$ cat src/scc_pkg.sv
package scc_pkg;
  // Pixel clock rate
  localparam int CLK_MHZ = 100;
  // Vsync pin idle time before the separator takes over
  localparam int VS_IDLE_MS = 50;
  localparam int VS_IDLE_CYC = VS_IDLE_MS * 1000 * CLK_MHZ;
  // Register indices, byte address is four times the index
  localparam logic [5:0] IDX_HCTL = 6'h12;
  localparam logic [5:0] IDX_HLEN = 6'h13;
  localparam logic [5:0] IDX_VCTL = 6'h14;
  localparam logic [5:0] IDX_VLEN = 6'h15;
  localparam logic [5:0] IDX_PRE = 6'h16;
  localparam logic [5:0] IDX_POST = 6'h17;
  localparam logic [5:0] IDX_CCTL = 6'h18;
  localparam logic [5:0] IDX_STAT = 6'h1f;
  // Hsync control field
  localparam int HCTL_OPOL = 3;
  // Vsync control fields
  localparam int VCTL_SOVR = 7;
  localparam int VCTL_SRC = 6;
  localparam int VCTL_POVR = 5;
  localparam int VCTL_IPOL = 4;
  localparam int VCTL_OPOL = 3;
  localparam int VCTL_FILT = 2;
  localparam int VCTL_DEN = 1;
  // Hold and clamp control fields
  localparam int CCTL_CSRC = 7;
  localparam int CCTL_POVR = 6;
  localparam int CCTL_IPOL = 5;
  localparam int CCTL_CLSRC = 4;
  localparam int CCTL_RED = 3;
  localparam int CCTL_GRN = 2;
  // Reset values
  localparam logic [7:0] HCTL_RST = 8'h08;
  localparam logic [7:0] HLEN_RST = 8'h20;
  localparam logic [7:0] VCTL_RST = 8'h18;
  localparam logic [7:0] VLEN_RST = 8'h0a;
  localparam logic [7:0] PRE_RST = 8'h00;
  localparam logic [7:0] POST_RST = 8'h00;
  localparam logic [7:0] CCTL_RST = 8'h20;
  // Writable bit masks
  localparam logic [7:0] HCTL_MASK = 8'h08;
  localparam logic [7:0] VCTL_MASK = 8'hfe;
  localparam logic [7:0] CCTL_MASK = 8'hfc;
  // Internal clamp timing defaults
  localparam logic [7:0] CLAMP_PLACE_DEF = 8'h08;
  localparam logic [7:0] CLAMP_DUR_DEF = 8'h14;
  // Synchroniser lanes
  localparam int PIN_VS = 0;
  localparam int PIN_SEP = 1;
  localparam int PIN_HOLD = 2;
  localparam int PIN_CLMP = 3;
endpackage : scc_pkg

$ cat src/scc_sync_ctrl.sv
`timescale 1ns/1ps
module scc_sync_ctrl
  import scc_pkg::*;
#(
  parameter int VS_IDLE = VS_IDLE_CYC,
  parameter int CNT_W = 24,
  parameter int LINE_W = 12,
  parameter logic [7:0] CLAMP_PLACE = CLAMP_PLACE_DEF,
  parameter logic [7:0] CLAMP_DUR = CLAMP_DUR_DEF,
  parameter logic CLAMP_EXT_HIGH = 1'b1,
  parameter logic HOLD_AUTO_HIGH = 1'b1
)
(
  input wire logic clk_i,
  input wire logic nrst_i,
  input wire logic [7:0] avs_address_i,
  input wire logic avs_read_i,
  input wire logic avs_write_i,
  input wire logic [31:0] avs_writedata_i,
  input wire logic [3:0] avs_byteenable_i,
  output logic [31:0] avs_readdata_o,
  output logic avs_waitrequest_o,
  input wire logic line_strobe_i,
  input wire logic vsync_pin_i,
  input wire logic sep_vsync_i,
  input wire logic hold_pin_i,
  input wire logic clamp_pin_i,
  output logic hsync_o,
  output logic vsync_o,
  output logic coast_o,
  output logic clamp_o,
  output logic red_mid_o,
  output logic green_mid_o
);

  // Whole block state
  typedef struct packed {
    logic [3:0] m1; // First synchroniser stage
    logic [3:0] m2; // Second synchroniser stage
    logic wreq; // Bus waitrequest
    logic [7:0] rdata; // Read data
    logic [7:0] hctl; // Hsync control
    logic [7:0] hlen; // Hsync pulse length
    logic [7:0] vctl; // Vsync control
    logic [7:0] vlen; // Vsync pulse length
    logic [7:0] pre; // Lines held before vsync
    logic [7:0] post; // Lines held after vsync
    logic [7:0] cctl; // Hold and clamp control
    logic pinp; // Previous vsync pin level
    logic [CNT_W-1:0] idle; // Cycles since pin edge
    logic vprev; // Previous selected vsync
    logic [CNT_W-1:0] run; // Current level run
    logic [CNT_W-1:0] hi_len; // Last high run
    logic [CNT_W-1:0] lo_len; // Last low run
    logic vf; // Filtered active vsync
    logic vfp; // Previous filtered vsync
    logic vout; // Vsync after duration stage
    logic [7:0] vdc; // Duration lines left
    logic [LINE_W-1:0] lcnt; // Lines since vsync lead
    logic [LINE_W-1:0] flines; // Lines in last frame
    logic [7:0] pcnt; // Post hold lines left
    logic hs_act; // Hsync pulse active
    logic [7:0] hcnt; // Hsync pulse counter
    logic [8:0] ccnt; // Pixels since line strobe
    logic hs; // Hsync output
    logic vs; // Vsync output
    logic coast; // Hold output
    logic clamp; // Clamp output
  } scc_state_t;

  scc_state_t q; // Current state
  scc_state_t n; // Next state

  // Bus decode
  logic req; // Any request
  logic [5:0] idx; // Register index
  logic wr_en; // Write takes effect
  assign req = avs_read_i | avs_write_i;
  assign idx = avs_address_i[7:2];
  assign wr_en = avs_write_i & ~q.wreq & avs_byteenable_i[0];

  // Synchronised pins
  logic pin; // Vsync pin
  logic sep; // Separator vsync
  logic hold; // Hold pin
  logic cpin; // Clamp pin
  assign pin = q.m2[PIN_VS];
  assign sep = q.m2[PIN_SEP];
  assign hold = q.m2[PIN_HOLD];
  assign cpin = q.m2[PIN_CLMP];

  // Vsync source and polarity
  logic alive; // Pin shows activity
  logic vsel; // Selected vsync
  logic auto_high; // Detected active-high
  logic phigh; // Polarity in use
  logic vact; // Vsync as active-high
  assign alive = q.idle != CNT_W'(VS_IDLE);
  // Override picks pin or separator, else live pin wins
  assign vsel = q.vctl[VCTL_SOVR] ? (q.vctl[VCTL_SRC] ? sep : pin)
                                  : (alive ? pin : sep);
  // Shorter level is the active one
  assign auto_high = q.hi_len < q.lo_len;
  assign phigh = q.vctl[VCTL_POVR] ? q.vctl[VCTL_IPOL] : auto_high;
  assign vact = phigh ? vsel : ~vsel;

  // Vsync edges after the filter
  logic vlead; // Leading edge
  logic vtrail; // Trailing edge
  assign vlead = q.vf & ~q.vfp;
  assign vtrail = ~q.vf & q.vfp;

  // Hold window terms
  logic pre_on; // Inside precoast window
  logic icoast; // Internal hold
  logic hpol; // Hold pin polarity
  logic xcoast; // External hold
  // Window only meaningful once precoast is nonzero and a frame length has been measured
  assign pre_on = (q.pre != 8'h00) && (q.flines != '0) &&
                  (({1'b0, q.lcnt} + (LINE_W + 1)'(q.pre)) >= {1'b0, q.flines});
  // Trailing edge bridges the cycle before the countdown loads
  assign icoast = q.vf | pre_on | (q.pcnt != 8'h00) | (vtrail & (q.post != 8'h00));
  assign hpol = q.cctl[CCTL_POVR] ? q.cctl[CCTL_IPOL] : HOLD_AUTO_HIGH;
  assign xcoast = hpol ? hold : ~hold;

  // Clamp terms
  logic iclamp; // Internal clamp window
  logic xclamp; // External clamp active
  assign iclamp = (q.ccnt >= {1'b0, CLAMP_PLACE}) &&
                  (q.ccnt < ({1'b0, CLAMP_PLACE} + {1'b0, CLAMP_DUR}));
  assign xclamp = CLAMP_EXT_HIGH ? cpin : ~cpin;

  // Next-state logic
  always_comb
  begin
    n = q;
    // Two-stage pin synchronisers
    n.m1 = {clamp_pin_i, hold_pin_i, sep_vsync_i, vsync_pin_i};
    n.m2 = q.m1;
    // One wait cycle per request
    n.wreq = ~(req & q.wreq);
    if (req && q.wreq)
    begin
      case (idx)
        IDX_HCTL: n.rdata = q.hctl;
        IDX_HLEN: n.rdata = q.hlen;
        IDX_VCTL: n.rdata = q.vctl;
        IDX_VLEN: n.rdata = q.vlen;
        IDX_PRE: n.rdata = q.pre;
        IDX_POST: n.rdata = q.post;
        IDX_CCTL: n.rdata = q.cctl;
        IDX_STAT: n.rdata = {3'h0, alive, q.clamp, q.coast, phigh, q.vout};
        default: n.rdata = 8'h00; // Unmapped reads zero
      endcase
    end
    // Writes land at the acknowledge edge
    if (wr_en)
    begin
      case (idx)
        IDX_HCTL: n.hctl = avs_writedata_i[7:0] & HCTL_MASK;
        IDX_HLEN: n.hlen = avs_writedata_i[7:0];
        IDX_VCTL: n.vctl = avs_writedata_i[7:0] & VCTL_MASK;
        IDX_VLEN: n.vlen = avs_writedata_i[7:0];
        IDX_PRE: n.pre = avs_writedata_i[7:0];
        IDX_POST: n.post = avs_writedata_i[7:0];
        IDX_CCTL: n.cctl = avs_writedata_i[7:0] & CCTL_MASK;
        default: n.rdata = q.rdata; // Unmapped writes ignored
      endcase
    end
    // Pin activity watchdog
    n.pinp = pin;
    if (pin != q.pinp)
    begin
      n.idle = '0;
    end
    else if (alive)
    begin
      n.idle = q.idle + CNT_W'(1);
    end
    // Level run measurement for polarity
    n.vprev = vsel;
    if (vsel != q.vprev)
    begin
      if (q.vprev)
      begin
        n.hi_len = q.run;
      end
      else
      begin
        n.lo_len = q.run;
      end
      n.run = '0;
    end
    else if (q.run != '1)
    begin
      n.run = q.run + CNT_W'(1);
    end
    // Filter resamples at line strobe only
    n.vfp = q.vf;
    if (q.vctl[VCTL_FILT])
    begin
      if (line_strobe_i)
      begin
        n.vf = vact;
      end
    end
    else
    begin
      n.vf = vact;
    end
    // Duration stage
    if (!q.vctl[VCTL_DEN])
    begin
      n.vout = q.vf;
      n.vdc = 8'h00;
    end
    else if (vlead)
    begin
      n.vout = 1'b1;
      n.vdc = q.vlen;
    end
    else if (line_strobe_i && q.vout)
    begin
      if (q.vdc <= 8'h01)
      begin
        n.vout = 1'b0;
        n.vdc = 8'h00;
      end
      else
      begin
        n.vdc = q.vdc - 8'h01;
      end
    end
    // Frame line counting for precoast
    if (vlead)
    begin
      n.flines = q.lcnt;
      n.lcnt = '0;
    end
    else if (line_strobe_i && q.lcnt != '1)
    begin
      n.lcnt = q.lcnt + LINE_W'(1);
    end
    // Postcoast countdown
    if (vtrail)
    begin
      n.pcnt = q.post;
    end
    else if (line_strobe_i && q.pcnt != 8'h00)
    begin
      n.pcnt = q.pcnt - 8'h01;
    end
    // Hold source select
    n.coast = q.cctl[CCTL_CSRC] ? xcoast : icoast;
    // Hsync pulse generator
    if (line_strobe_i && q.hlen != 8'h00)
    begin
      n.hs_act = 1'b1;
      n.hcnt = 8'h01;
    end
    else if (q.hs_act)
    begin
      if (q.hcnt >= q.hlen)
      begin
        n.hs_act = 1'b0;
      end
      else
      begin
        n.hcnt = q.hcnt + 8'h01;
      end
    end
    n.hs = q.hctl[HCTL_OPOL] ? q.hs_act : ~q.hs_act;
    n.vs = q.vctl[VCTL_OPOL] ? q.vout : ~q.vout;
    // Clamp pixel counter from line start
    if (line_strobe_i)
    begin
      n.ccnt = 9'h000;
    end
    else if (q.ccnt != 9'h1ff)
    begin
      n.ccnt = q.ccnt + 9'h001;
    end
    n.clamp = q.cctl[CCTL_CLSRC] ? xclamp : iclamp;
  end

  // State register
  always_ff @(posedge clk_i or negedge nrst_i)
  begin
    if (!nrst_i)
    begin
      q <= '0;
      q.wreq <= 1'b1;
      q.hctl <= HCTL_RST;
      q.hlen <= HLEN_RST;
      q.vctl <= VCTL_RST;
      q.vlen <= VLEN_RST;
      q.pre <= PRE_RST;
      q.post <= POST_RST;
      q.cctl <= CCTL_RST;
      q.hs <= 1'b1;
      q.vs <= 1'b1;
    end
    else
    begin
      q <= n;
    end
  end

  // Outputs straight from state
  assign avs_readdata_o = {24'h000000, q.rdata};
  assign avs_waitrequest_o = q.wreq;
  assign hsync_o = q.hs;
  assign vsync_o = q.vs;
  assign coast_o = q.coast;
  assign clamp_o = q.clamp;
  assign red_mid_o = q.cctl[CCTL_RED];
  assign green_mid_o = q.cctl[CCTL_GRN];
endmodule : scc_sync_ctrl

$ cat config.mk
export PLATFORM = sky130hd
export DESIGN_NAME = scc_sync_ctrl
export DESIGN_NICKNAME = d
export VERILOG_FILES = /design/src/scc_pkg.sv /design/src/scc_sync_ctrl.sv
export SDC_FILE = /design/constraint.sdc
export NUM_CORES = 1
export LEC_CHECK = 0
export ABC_AREA = 1
export BUFFER_PORTS_ARGS = -buffer_cell sky130_fd_sc_hd__clkbuf_2
export CAP_MARGIN = 10
export CORE_MARGIN = 2
export CORE_UTILIZATION = 41
export DETAILED_ROUTE_END_ITERATION = 6
export SETUP_SLACK_MARGIN = 0.15
export SLEW_MARGIN = 20
export SYNTH_ARGS = -nofsm -noshare
export SYNTH_HDL_FRONTEND = slang
export SYNTH_SLANG_ARGS = --single-unit
$ cat constraint.sdc
create_clock -name clk_i -period 3.5 [get_ports clk_i]
set_clock_uncertainty 0.05 [all_clocks]
set_input_delay 0 -clock clk_i [delete_from_list [all_inputs] [get_ports clk_i]]
set_output_delay 0 -clock clk_i [all_outputs]
set_load 0.01 [all_outputs]
==> summary.txt, run 1 <==
Status = finished clean
Critical Path Start Type = flop
Initial DRC Count = 842
Post-synthesis mux area share = 0.9082%
Synth Area in Compound Gates = 12.37%
Synth Area in Adders = 6.720%
Post-synth EDFFs = 0
IO Pins = 92
PD cells = 494.4 nW/um^2
Worst-Margin Slew = 821.2 ps
Crit path DAT = 3470 ps
Gpl congestion = 0.8771
Sum Neg Setup Slack = 0 ps
Pre-CTS setup slack = 298.7 ps
Synth Area per Inst = 8.036 um^2
Fin util = 47.07%
Slew Limit Fails = 0
Yosys warns = 0
First-pass GRT wire length = 49.07 mm
Vias in the first global route = 9,803
Die X = 177.9 um
Ys async rst share = 100.0%
Max-Cap Viols = 0
CTS tree = done
Cell row count = 63
Clock sink count = 226
Clock buffer count from CTS = 27
Total GRT Usage = 19.11%
Detail Route Antenna Nets = 0
RSZ-0062 raised after global routing = no
Final setup vio count = 0
Most common cell after layout, fill and taps aside = nand2_1
Crit Path Max Fanout = 4
P_leak = 6.713 nW
Worst Setup End Kind = flop
Initial Utilization = 41.72%
Core Footprint = 29,720 um^2
WHS = 35.45 ps
Largest net degree at the start of global routing = 108
Worst skew pair latency = 540 ps
Sequential share of the synthesized area = 45.71%
Layout net count = 1,720
Final worst-path cycle share = 88.41%
DR vias/cell = 5.052
Routed len/inst = 14.66 um
Main combinational cell family by area after synthesis = simple AND/OR/NAND/NOR gates
Reg clk slew, reported paths = 60 ps
Post-Synthesis Cells = 1,543
Die height = 177.9 um
Synth top area share = 43.59%
Synthesized cell area = 12,400 um^2
Die area = 31,650 um^2
Max clock buf depth = 3
Highest-count cells in the layout ignoring fill and taps = nand2_1 (347), inv_1 (217), dfrtp_1 (216)
Synth unique cells = 53
H-tree depth = 1
Total wire length = 29.49 mm
Area grow syn2layout = 12.82%
XOR/XNOR Fraction of Synth Area = 1.978%
Total number of vias = 10.16k
Fmax achieved = 323.2 MHz
Total grt overflow = 0
Synth Register Bits = 226
Final WS setup = 405.6 ps
Max IR drop VDD = 0.3654 mV
DRC = 0
Synth Area in Simple Gates = 22.53%
Most used DFF post-synth = dfrtp_1
Fill count = 2,897
Share of layout cells above drive strength 1 = 8.513%
Kind of critical path = flop to flop
WP data required = 3880 ps
Initial antenna violation count = 0
Root cell of the clock tree = clkbuf_16
Number of port buffers = 38
Leading area contributor after synthesis = dfrtp_1
N_diodes = 0
Synth area leaders = dfrtp_1 (44%), nand2_1 (11%), inv_1 (6.6%)
Final hold vios = 0
First-pass DRT Iterations = 5
Hpwl dp = 21.62 mm
Worst min-delay path class = input port to asynchronous set/reset pin
Fin crit period = 3094 ps
Max-slew headroom = 45.25%
## synthesized netlist by cell type (13+ instances only)
master,count
clkbuf_1,16
dfrtp_1,216
nand4_1,30
nor4_1,14
a21oi_1,79
buf_4,33
o21ai_0,148
nand3_1,64
nor2_1,136
a31oi_1,13
inv_1,217
xor2_1,21
ha_1,65
nand2_1,347
nor3_1,28
## flip-flops by register name (all words and copies together) (netlist names)
signal / flops
q: 203
avs_readdata_o: 8
n: 6
avs_waitrequest_o: 1
clamp_o: 1
coast_o: 1
cpin: 1
green_mid_o: 1
hold: 1
hsync_o: 1
red_mid_o: 1
vsync_o: 1
## cell families after synthesis
kind of cell | count (synthesis)
and+or+nand+nor | 647
adders and majority gates | 66
AOI/OAI and AO/OA | 280
xor gates and xnor gates | 28
DFF | 226
other | 1
muxes | 10
buffers and inverters | 285
## per-layer routing
metal	vias up	GRT usage (%)	share of wire, %
met4	0	5.191	2.6
li1	5109	-	-
met1	4780	27.87	50
met3	52	2.185	4.0
met5	-	0	0
met2	219	30.04	44
## critical path, cell delays in order (launching register included)
cell,delay [ps]
dfrtp_1,410
ha_1,200
inv_1,50
fa_1,440
o31ai_4,340
nand2_1,80
nand2_1,130
xor2_1,170
ha_1,260
nand2_1,90
inv_1,50
a21oi_1,130
nand2_1,70
nor2_1,80
nand2_1,70
nand2_1,70
nand2_1,40
nand2_1,50
nand2_1,70
nand2_1,70
a21oi_1,60
## layout make-up
| class | count | area [um^2] | share of cell area, % |
|---|---|---|---|
| Multi-Input combinational cell | 1055 | 5623 | 40.20 |
| Clock buffer | 38 | 757.0 | 5.411 |
| Tap cell | 390 | 488.0 | 3.488 |
| Inverter | 222 | 833.3 | 5.957 |
| Sequential cell | 226 | 5668 | 40.52 |
| Clock inverter | 11 | 136.4 | 0.9750 |
| Timing Repair Buffer | 69 | 483.0 | 3.453 |
## timing repair
| action | in CTS | in global routing |
|---|---|---|
| buffers inserted | 0 | 0 |
| hold endpoints to repair | 160 | 1 |
| hold buffers | 19 | 1 |
| setup endpoints to repair | 0 | 1 |
| resized for setup | 0 | 2 |
## final timing paths
check / from / end / slack, ps / depth (start not counted)
setup / recovery: q[179] / coast_o / 410 / 20
setup reg to reg: q[179] / coast_o / 410 / 20
max in group asynchronous: nrst_i / vsync_o / 2330 / 3
hold reg to reg: n[230] / hold / 300 / 0
min in group clk_i: clamp_pin_i / n[231] / 60 / 2
hold / removal: nrst_i / q[149] / 40 / 2
## where the power goes
group | total (mW) | leakage [nW] | internal [mW] | switching [mW]
registers | 2.97 | 3.02 | 2.81 | 0.158
logic | 1.14 | 3.25 | 0.403 | 0.735
clock network | 2.81 | 0.440 | 1.72 | 1.09
total | 6.92 | 6.71 | 4.94 | 1.98
## metrics by stage
stage / cells / power (mW) / cell area, um^2
4_1_cts: 2010 / 6.984 / 13960
2_1_floorplan: 1566 / 3.786 / 12490
3_5_place_dp: 1942 / 4.135 / 12880
5_1_grt: 2011 / 7.279 / 13990
3_3_place_gp: 1942 / 4.106 / 12880
6_report: 2011 / 6.916 / 13990
Note: power is estimated with default switching activity, not from simulation.
==> run 2, diff against run 1 <==
Settings changed: HOLD_SLACK_MARGIN set to 0.1, PLACE_DENSITY_LB_ADDON set to 0.12.
==> summary.txt, run 2 (synthesis results as in run 1) <==
P_leak = 6.698 nW (-0.22%)
Worst-Margin Slew = 809.1 ps (-12.17 ps)
Total GRT Usage = 19.23% (+0.11 points)
Die X = 177.9 um (unchanged)
CP Cell Sequence = ha_1 -> inv_1 -> fa_1 -> o31ai_4 -> nand2_1 -> nand2_1 -> xor2_1 -> ha_1 -> nand2_1 -> inv_1 -> a21oi_1 -> nand2_1 -> nor2_1 -> nand2_1 -> nand2_1 -> nand2_1 -> nand2_1 -> nand2_1 -> nand2_1 -> a21oi_1
Die area = 31,650 um^2 (unchanged)
Final hold vios = 0 (unchanged)
Gpl congestion = 0.8854 (+0.95%)
Number of port buffers = 38 (unchanged)
Vias in the first global route = 9,583 (-2.2%)
Slowest-stage cell, CP = fa_1
Detail Route Antenna Nets = 0 (unchanged)
DP Cell Count = 1,940 (-0.10%)
Layout net count = 1,725 (+0.29%)
DRC = 0 (unchanged)
Share of layout cells above drive strength 1 = 7.953% (-0.56 points)
Max IR drop VDD = 0.3080 mV (-16%)
WP depth = 20 (unchanged)
RSZ-0062 raised after global routing = no
Slew Limit Fails = 0 (unchanged)
Area grow syn2layout = 12.83% (about the same)
Hpwl dp = 21.92 mm (+1.4%)
Initial antenna violation count = 0 (unchanged)
Fin crit period = 2922 ps (-172.7 ps)
Total grt overflow = 0 (unchanged)
N_diodes = 0 (unchanged)
Final worst-path cycle share = 83.48% (-4.9 points)
Routed len/inst = 14.69 um (+0.16%)
Met3 Wirelength = 1.174 mm (-1.2%)
Largest register FFs = 203 (unchanged)
Max-slew headroom = 45.86% (+0.61 points)
H-tree depth = 1 (unchanged)
Status = finished clean
Fmax achieved = 342.3 MHz (+5.9%)
Fin cells = 2,012 (+0.050%)
Buf/Inv on CP = 2 (unchanged)
Top cell by count, worst path = nand2_1
Post-CTS Setup Bufs = 0 (unchanged)
Highest-count cells in the layout ignoring fill and taps = nand2_1 (347), inv_1 (217), dfrtp_1 (216)
Met2 wire length = 13.02 mm (+0.60%)
Fill count = 2,955 (+2.0%)
Crit-path max cell delay = 430 ps (about the same)
Critical Path Start Type = flop
Cell row count = 63 (unchanged)
Max clock buf depth = 3 (unchanged)
Worst min-delay path class = input port to asynchronous set/reset pin
First-pass DRT Iterations = 6 (+1)
Worst Setup End Kind = flop
Root cell of the clock tree = clkbuf_16
Initial DRC Count = 635 (-25%)
Core Footprint = 29,720 um^2 (unchanged)
Final setup vio count = 0 (unchanged)
Sum Neg Setup Slack = 0 ps (unchanged)
Reg clk slew, reported paths = 60 ps (about the same)
First-pass GRT wire length = 49.16 mm (+0.18%)
DR top layer = met4
Initial Utilization = 41.72% (unchanged)
Worst skew pair latency = 520 ps (-20 ps)
Die height = 177.9 um (unchanged)
Largest net degree at the start of global routing = 106 (-1.9%)
Clock sink count = 226 (unchanged)
Wire length on met1 = 14.95 mm (+2.4%)
Total number of vias = 10.07k (-0.87%)
DR vias/cell = 5.006 (-0.92%)
Depth of the most critical reg-to-reg path = 20 (unchanged)
Max-Cap Viols = 0 (unchanged)
Crit path max-delay family = adder cells
Total wire length = 29.55 mm (+0.21%)
IO Pins = 92 (unchanged)
Reg2reg setup slack = 580 ps (+170 ps)
Crit Path Max Fanout = 4 (unchanged)
Crit path DAT = 3270 ps (-200 ps)
Biggest register = q
Kind of critical path = flop to flop
Most common cell after layout, fill and taps aside = nand2_1
PD cells = 478.6 nW/um^2 (-3.2%)
CTS tree = done
Clock buffer count from CTS = 27 (unchanged)
WP data required = 3850 ps (-30 ps)
## run 2: cell types whose count changed in the layout (fill, tap and decap cells not counted), sizes merged
| cell | change |
|---|---|
| clkbuf | +6 |
| bufinv | -3 |
| buf | -2 |
| inv | -1 |
| clkinv | -5 |
| clkinvlp | -1 |
| dlygate4sd3 | +7 |
## run 2: path summary, 6_finish.rpt
path                                   from                end
max                                  q[179]            coast_o
max reg2reg                          q[179]            coast_o
max in group asynchronous            nrst_i               q[9]
min reg2reg                          n[229]             q[229]
min                                  nrst_i             q[160]
min in group clk_i         avs_address_i[2]  avs_readdata_o[3]
## run 2: worst reg2reg max path: cells and delay by family (launching register included)
| family | cells | cell delay [ps] |
|---|---|---|
| compound gates | 3 | 450 |
| buf+inv | 2 | 100 |
| simple gates | 11 | 730 |
| xor+xnor | 1 | 180 |
| flops | 1 | 400 |
| fa+ha+maj | 3 | 880 |
## run 2: metrics by stage
stage                     area (um^2)  setup WS, ps  util [%]  hold WS (ps)  power [mW]
after floorplan                 12490         723.0         -        -345.6       3.786
final                           13990         578.3     47.08         79.64       6.696
after detailed placement        12890         348.2     43.38         59.64       4.122
after CTS                       13970         334.4     47.00         102.2       6.794
after global routing            13990         210.7     47.08         144.3       7.130
after global placement          12890         390.4     43.38         57.80       4.108
## run 2: what timing repair did
item | 4_1_cts | 5_1_grt
endpoints found under the hold margin | 292 | 1
setup endpoints to repair | 0 | 1
resized for setup | 0 | 2
hold buffers | 26 | 1
## run 2: area by class of cell
type	instances	area (um^2)	area share (%)
sequential	226	5668	40.52
clock inverter	1	5.005	0.03577
tap	390	488.0	3.488
multi-input combinational	1055	5623	40.19
timing repair buffer	74	563.0	4.025
inverter	222	833.3	5.957
clock buffer	44	809.5	5.787
## run 2: layer usage
| metal | track usage (%) | vias up |
|---|---|---|
| met5 | 0 | - |
| met1 | 28.55 | 4770 |
| met4 | 4.064 | 0 |
| met3 | 2.721 | 31 |
| met2 | 29.76 | 149 |
| li1 | - | 5122 |
## run 2: power by group
group | internal [mW] | switching [mW] | total [mW]
Combinational | 0.411 | 0.709 | 1.12
Clock | 1.55 | 1.05 | 2.61
Sequential | 2.81 | 0.156 | 2.97
==> run 3, diff against run 2 <==
Clock period 3.5 ns to 2.8 ns, I/O delays scaled along.
==> summary.txt, run 3 (synthesis results as in run 1) <==
Cell row count = 63 (unchanged)
PD cells = 629.1 nW/um^2 (+31%)
Fin cells = 2,043 (+1.5%)
GR Util met3 = 2.464% (-0.26 points)
GRT busiest layer = met2
Total number of vias = 10.20k (+1.2%)
Die X = 177.9 um (unchanged)
Hold Crit Start = avs_byteenable_i[0]
Biggest register = q
Max-slew headroom = 54.01% (+8.2 points)
Fill count = 2,930 (-0.85%)
Largest net degree at the start of global routing = 81 (-24%)
Max clock buf depth = 3 (unchanged)
Worst-Margin Slew = 685.2 ps (-123.9 ps)
DR vias/cell = 4.991 (-0.30%)
DRC = 0 (unchanged)
Gpl congestion = 0.8907 (+0.60%)
Failing checks = negative setup slack
Kind of critical path = flop to flop
Hpwl dp = 22.47 mm (+2.5%)
Slew Limit Fails = 0 (unchanged)
Sw frac = 28.13% (-0.53 points)
Reg2reg setup slack = -10 ps (-590 ps)
Share of layout cells above drive strength 1 = 10.53% (+2.6 points)
Grt met1 use = 29.87% (+1.3 points)
P_leak = 6.930 nW (+3.5%)
Final WS setup = -11.45 ps (-589.7 ps)
N_diodes = 0 (unchanged)
Total grt overflow = 0 (unchanged)
Fin util = 48.55% (+1.5 points)
IO Pins = 92 (unchanged)
Switch Pwr = 2.553 mW (+33%)
Routed len/inst = 15.04 um (+2.4%)
Layout net count = 1,750 (+1.4%)
Final setup vio count = 1 (+1)
P_int = 6.524 mW (+37%)
Highest-count cells in the layout ignoring fill and taps = nand2_1 (346), inv_1 (216), dfrtp_1 (216)
Sum Neg Setup Slack = -11.45 ps (-11.45 ps)
Depth of the most critical reg-to-reg path = 20 (unchanged)
First-pass GRT wire length = 50.88 mm (+3.5%)
Vias in the first global route = 9,911 (+3.4%)
Logic pwr share = 16.8% (about the same)
Status = finished with violations
Crit path launch = q[179]
Detail Route Antenna Nets = 0 (unchanged)
Max-Cap Viols = 0 (unchanged)
Crit-path max cell delay = 360 ps (-70 ps)
Fmax achieved = 355.7 MHz (+3.9%)
GR Layer Usage met2 = 30.88% (+1.1 points)
Worst skew pair latency = 540 ps (+20 ps)
Fin crit period = 2811 ps (-110.3 ps)
Initial Utilization = 41.72% (unchanged)
Reg-to-reg startpoint = q[179]
Worst min-delay path class = input port to flop
Max IR drop VDD = 0.4294 mV (+39%)
CP endpoint = coast_o
RSZ-0062 raised after global routing = yes
Initial antenna violation count = 0 (unchanged)
Root cell of the clock tree = clkbuf_16
Power share of the clock group = 42.4% (+3.5 points)
Core Footprint = 29,720 um^2 (unchanged)
Die height = 177.9 um (unchanged)
Crit Path Max Fanout = 3 (-1)
First-pass DRT Iterations = 5 (-1)
Total power draw = 9.076 mW (+36%)
Crit path DAT = 3180 ps (-90 ps)
CTS tree = done
Most common cell after layout, fill and taps aside = nand2_1
Initial DRC Count = 663 (+4.4%)
Worst flop-to-flop path endpoint = coast_o
Final hold vios = 0 (unchanged)
Number of port buffers = 38 (unchanged)
WP data required = 3170 ps (-680 ps)
Largest register FFs = 203 (unchanged)
Total wire length = 30.72 mm (+4.0%)
CP Cell Sequence = ha_2 -> inv_2 -> fa_2 -> o31ai_4 -> nand2_1 -> nand2_2 -> xor2_1 -> ha_1 -> nand2_1 -> inv_1 -> a21oi_1 -> nand2_1 -> nor2_1 -> nand2_1 -> nand2_1 -> nand2_1 -> nand2_1 -> nand2_1 -> nand2_1 -> a21oi_1
Total GRT Usage = 20.08% (+0.85 points)
Area grow syn2layout = 16.36%
DP Cell Count = 1,960 (+1.0%)
Top cell by count, worst path = nand2_1
Clock buffer count from CTS = 28 (+3.7%)
Critical Path Start Type = flop
Final worst-path cycle share = 100.4% (+17 points)
Die area = 31,650 um^2 (unchanged)
Worst Setup End Kind = flop
Slowest-stage cell, CP = dfrtp_1
Clock sink count = 226 (unchanged)
Reg clk slew, reported paths = 50 ps (about the same)
H-tree depth = 1 (unchanged)
Seq pwr share = 40.8% (-3.5 points)
## run 3: cell count changes in the layout (fill, tap and decap cells not counted), moves of 2 or more
cell,change
bufinv_16,+4
clkinv_2,+4
clkinv_4,+2
clkbuf_16,+2
ha_1,-2
clkbuf_1,-5
ha_2,+2
buf_4,+22
## run 3: what timing repair did
item	4_1_cts	5_1_grt
setup buffers	1	2
hold buffers	28	0
pin swaps	0	3
endpoints found under the hold margin	292	0
gates resized for setup	1	9
endpoints found under the setup margin	1	11
## run 3: routing by layer
metal,vias up,wire length (um),share of wire (%)
li1,5172,-,-
met1,4783,15590,51
met2,197,13270,43
met3,45,1196,3.9
met4,0,664,2.2
met5,-,0,0
## run 3: worst max-delay path, delay by kind of cell (launching register included)
family	cells	cell delay, ps
flops	1	360
compound gates	3	460
simple gates	11	780
fa+ha+maj	3	810
xor+xnor	1	160
buf+inv	2	80
## run 3: metrics by stage
stage | setup WS, ps | hold WS, ps | area, um^2
floorplan | 197.0 | -345.6 | 12490
global placement | 26.44 | -123.3 | 13060
detailed placement | -28.41 | -123.7 | 13060
CTS | 6.818 | 119.1 | 14380
global route | -253.8 | 213.6 | 14430
finish | -11.45 | 163.6 | 14430
## run 3: worst min-delay path by stage
stage	depth (start not counted)	slack, ps	end
2_1_floorplan	0	-350	avs_readdata_o[0]
3_3_place_gp	1	-120	q[151]
3_5_place_dp	1	-120	q[151]
4_1_cts	7	120	avs_readdata_o[7]
5_1_grt	7	210	avs_readdata_o[7]
6_report	5	160	q[168]
## run 3: layout make-up
class                      instances  area, um^2  share of cell area (%)
timing repair buffer              98       775.7                   5.377
clock inverter                    11       162.7                   1.127
clock buffer                      41       840.8                   5.828
multi-input combinational       1055        5659                   39.22
inverter                         222       833.3                   5.776
sequential                       226        5668                   39.29
tap                              390       488.0                   3.382
## run 3: power groups by stage
stage | Sequential, mW | Clock (mW) | Combinational [mW]
detailed placement | 3.76 | 0 | 1.47
floorplan | 3.71 | 0 | 1.02
finish | 3.70 | 3.85 | 1.53
global route | 3.73 | 4.09 | 1.78
global placement | 3.75 | 0 | 1.46
CTS | 3.70 | 3.96 | 1.54
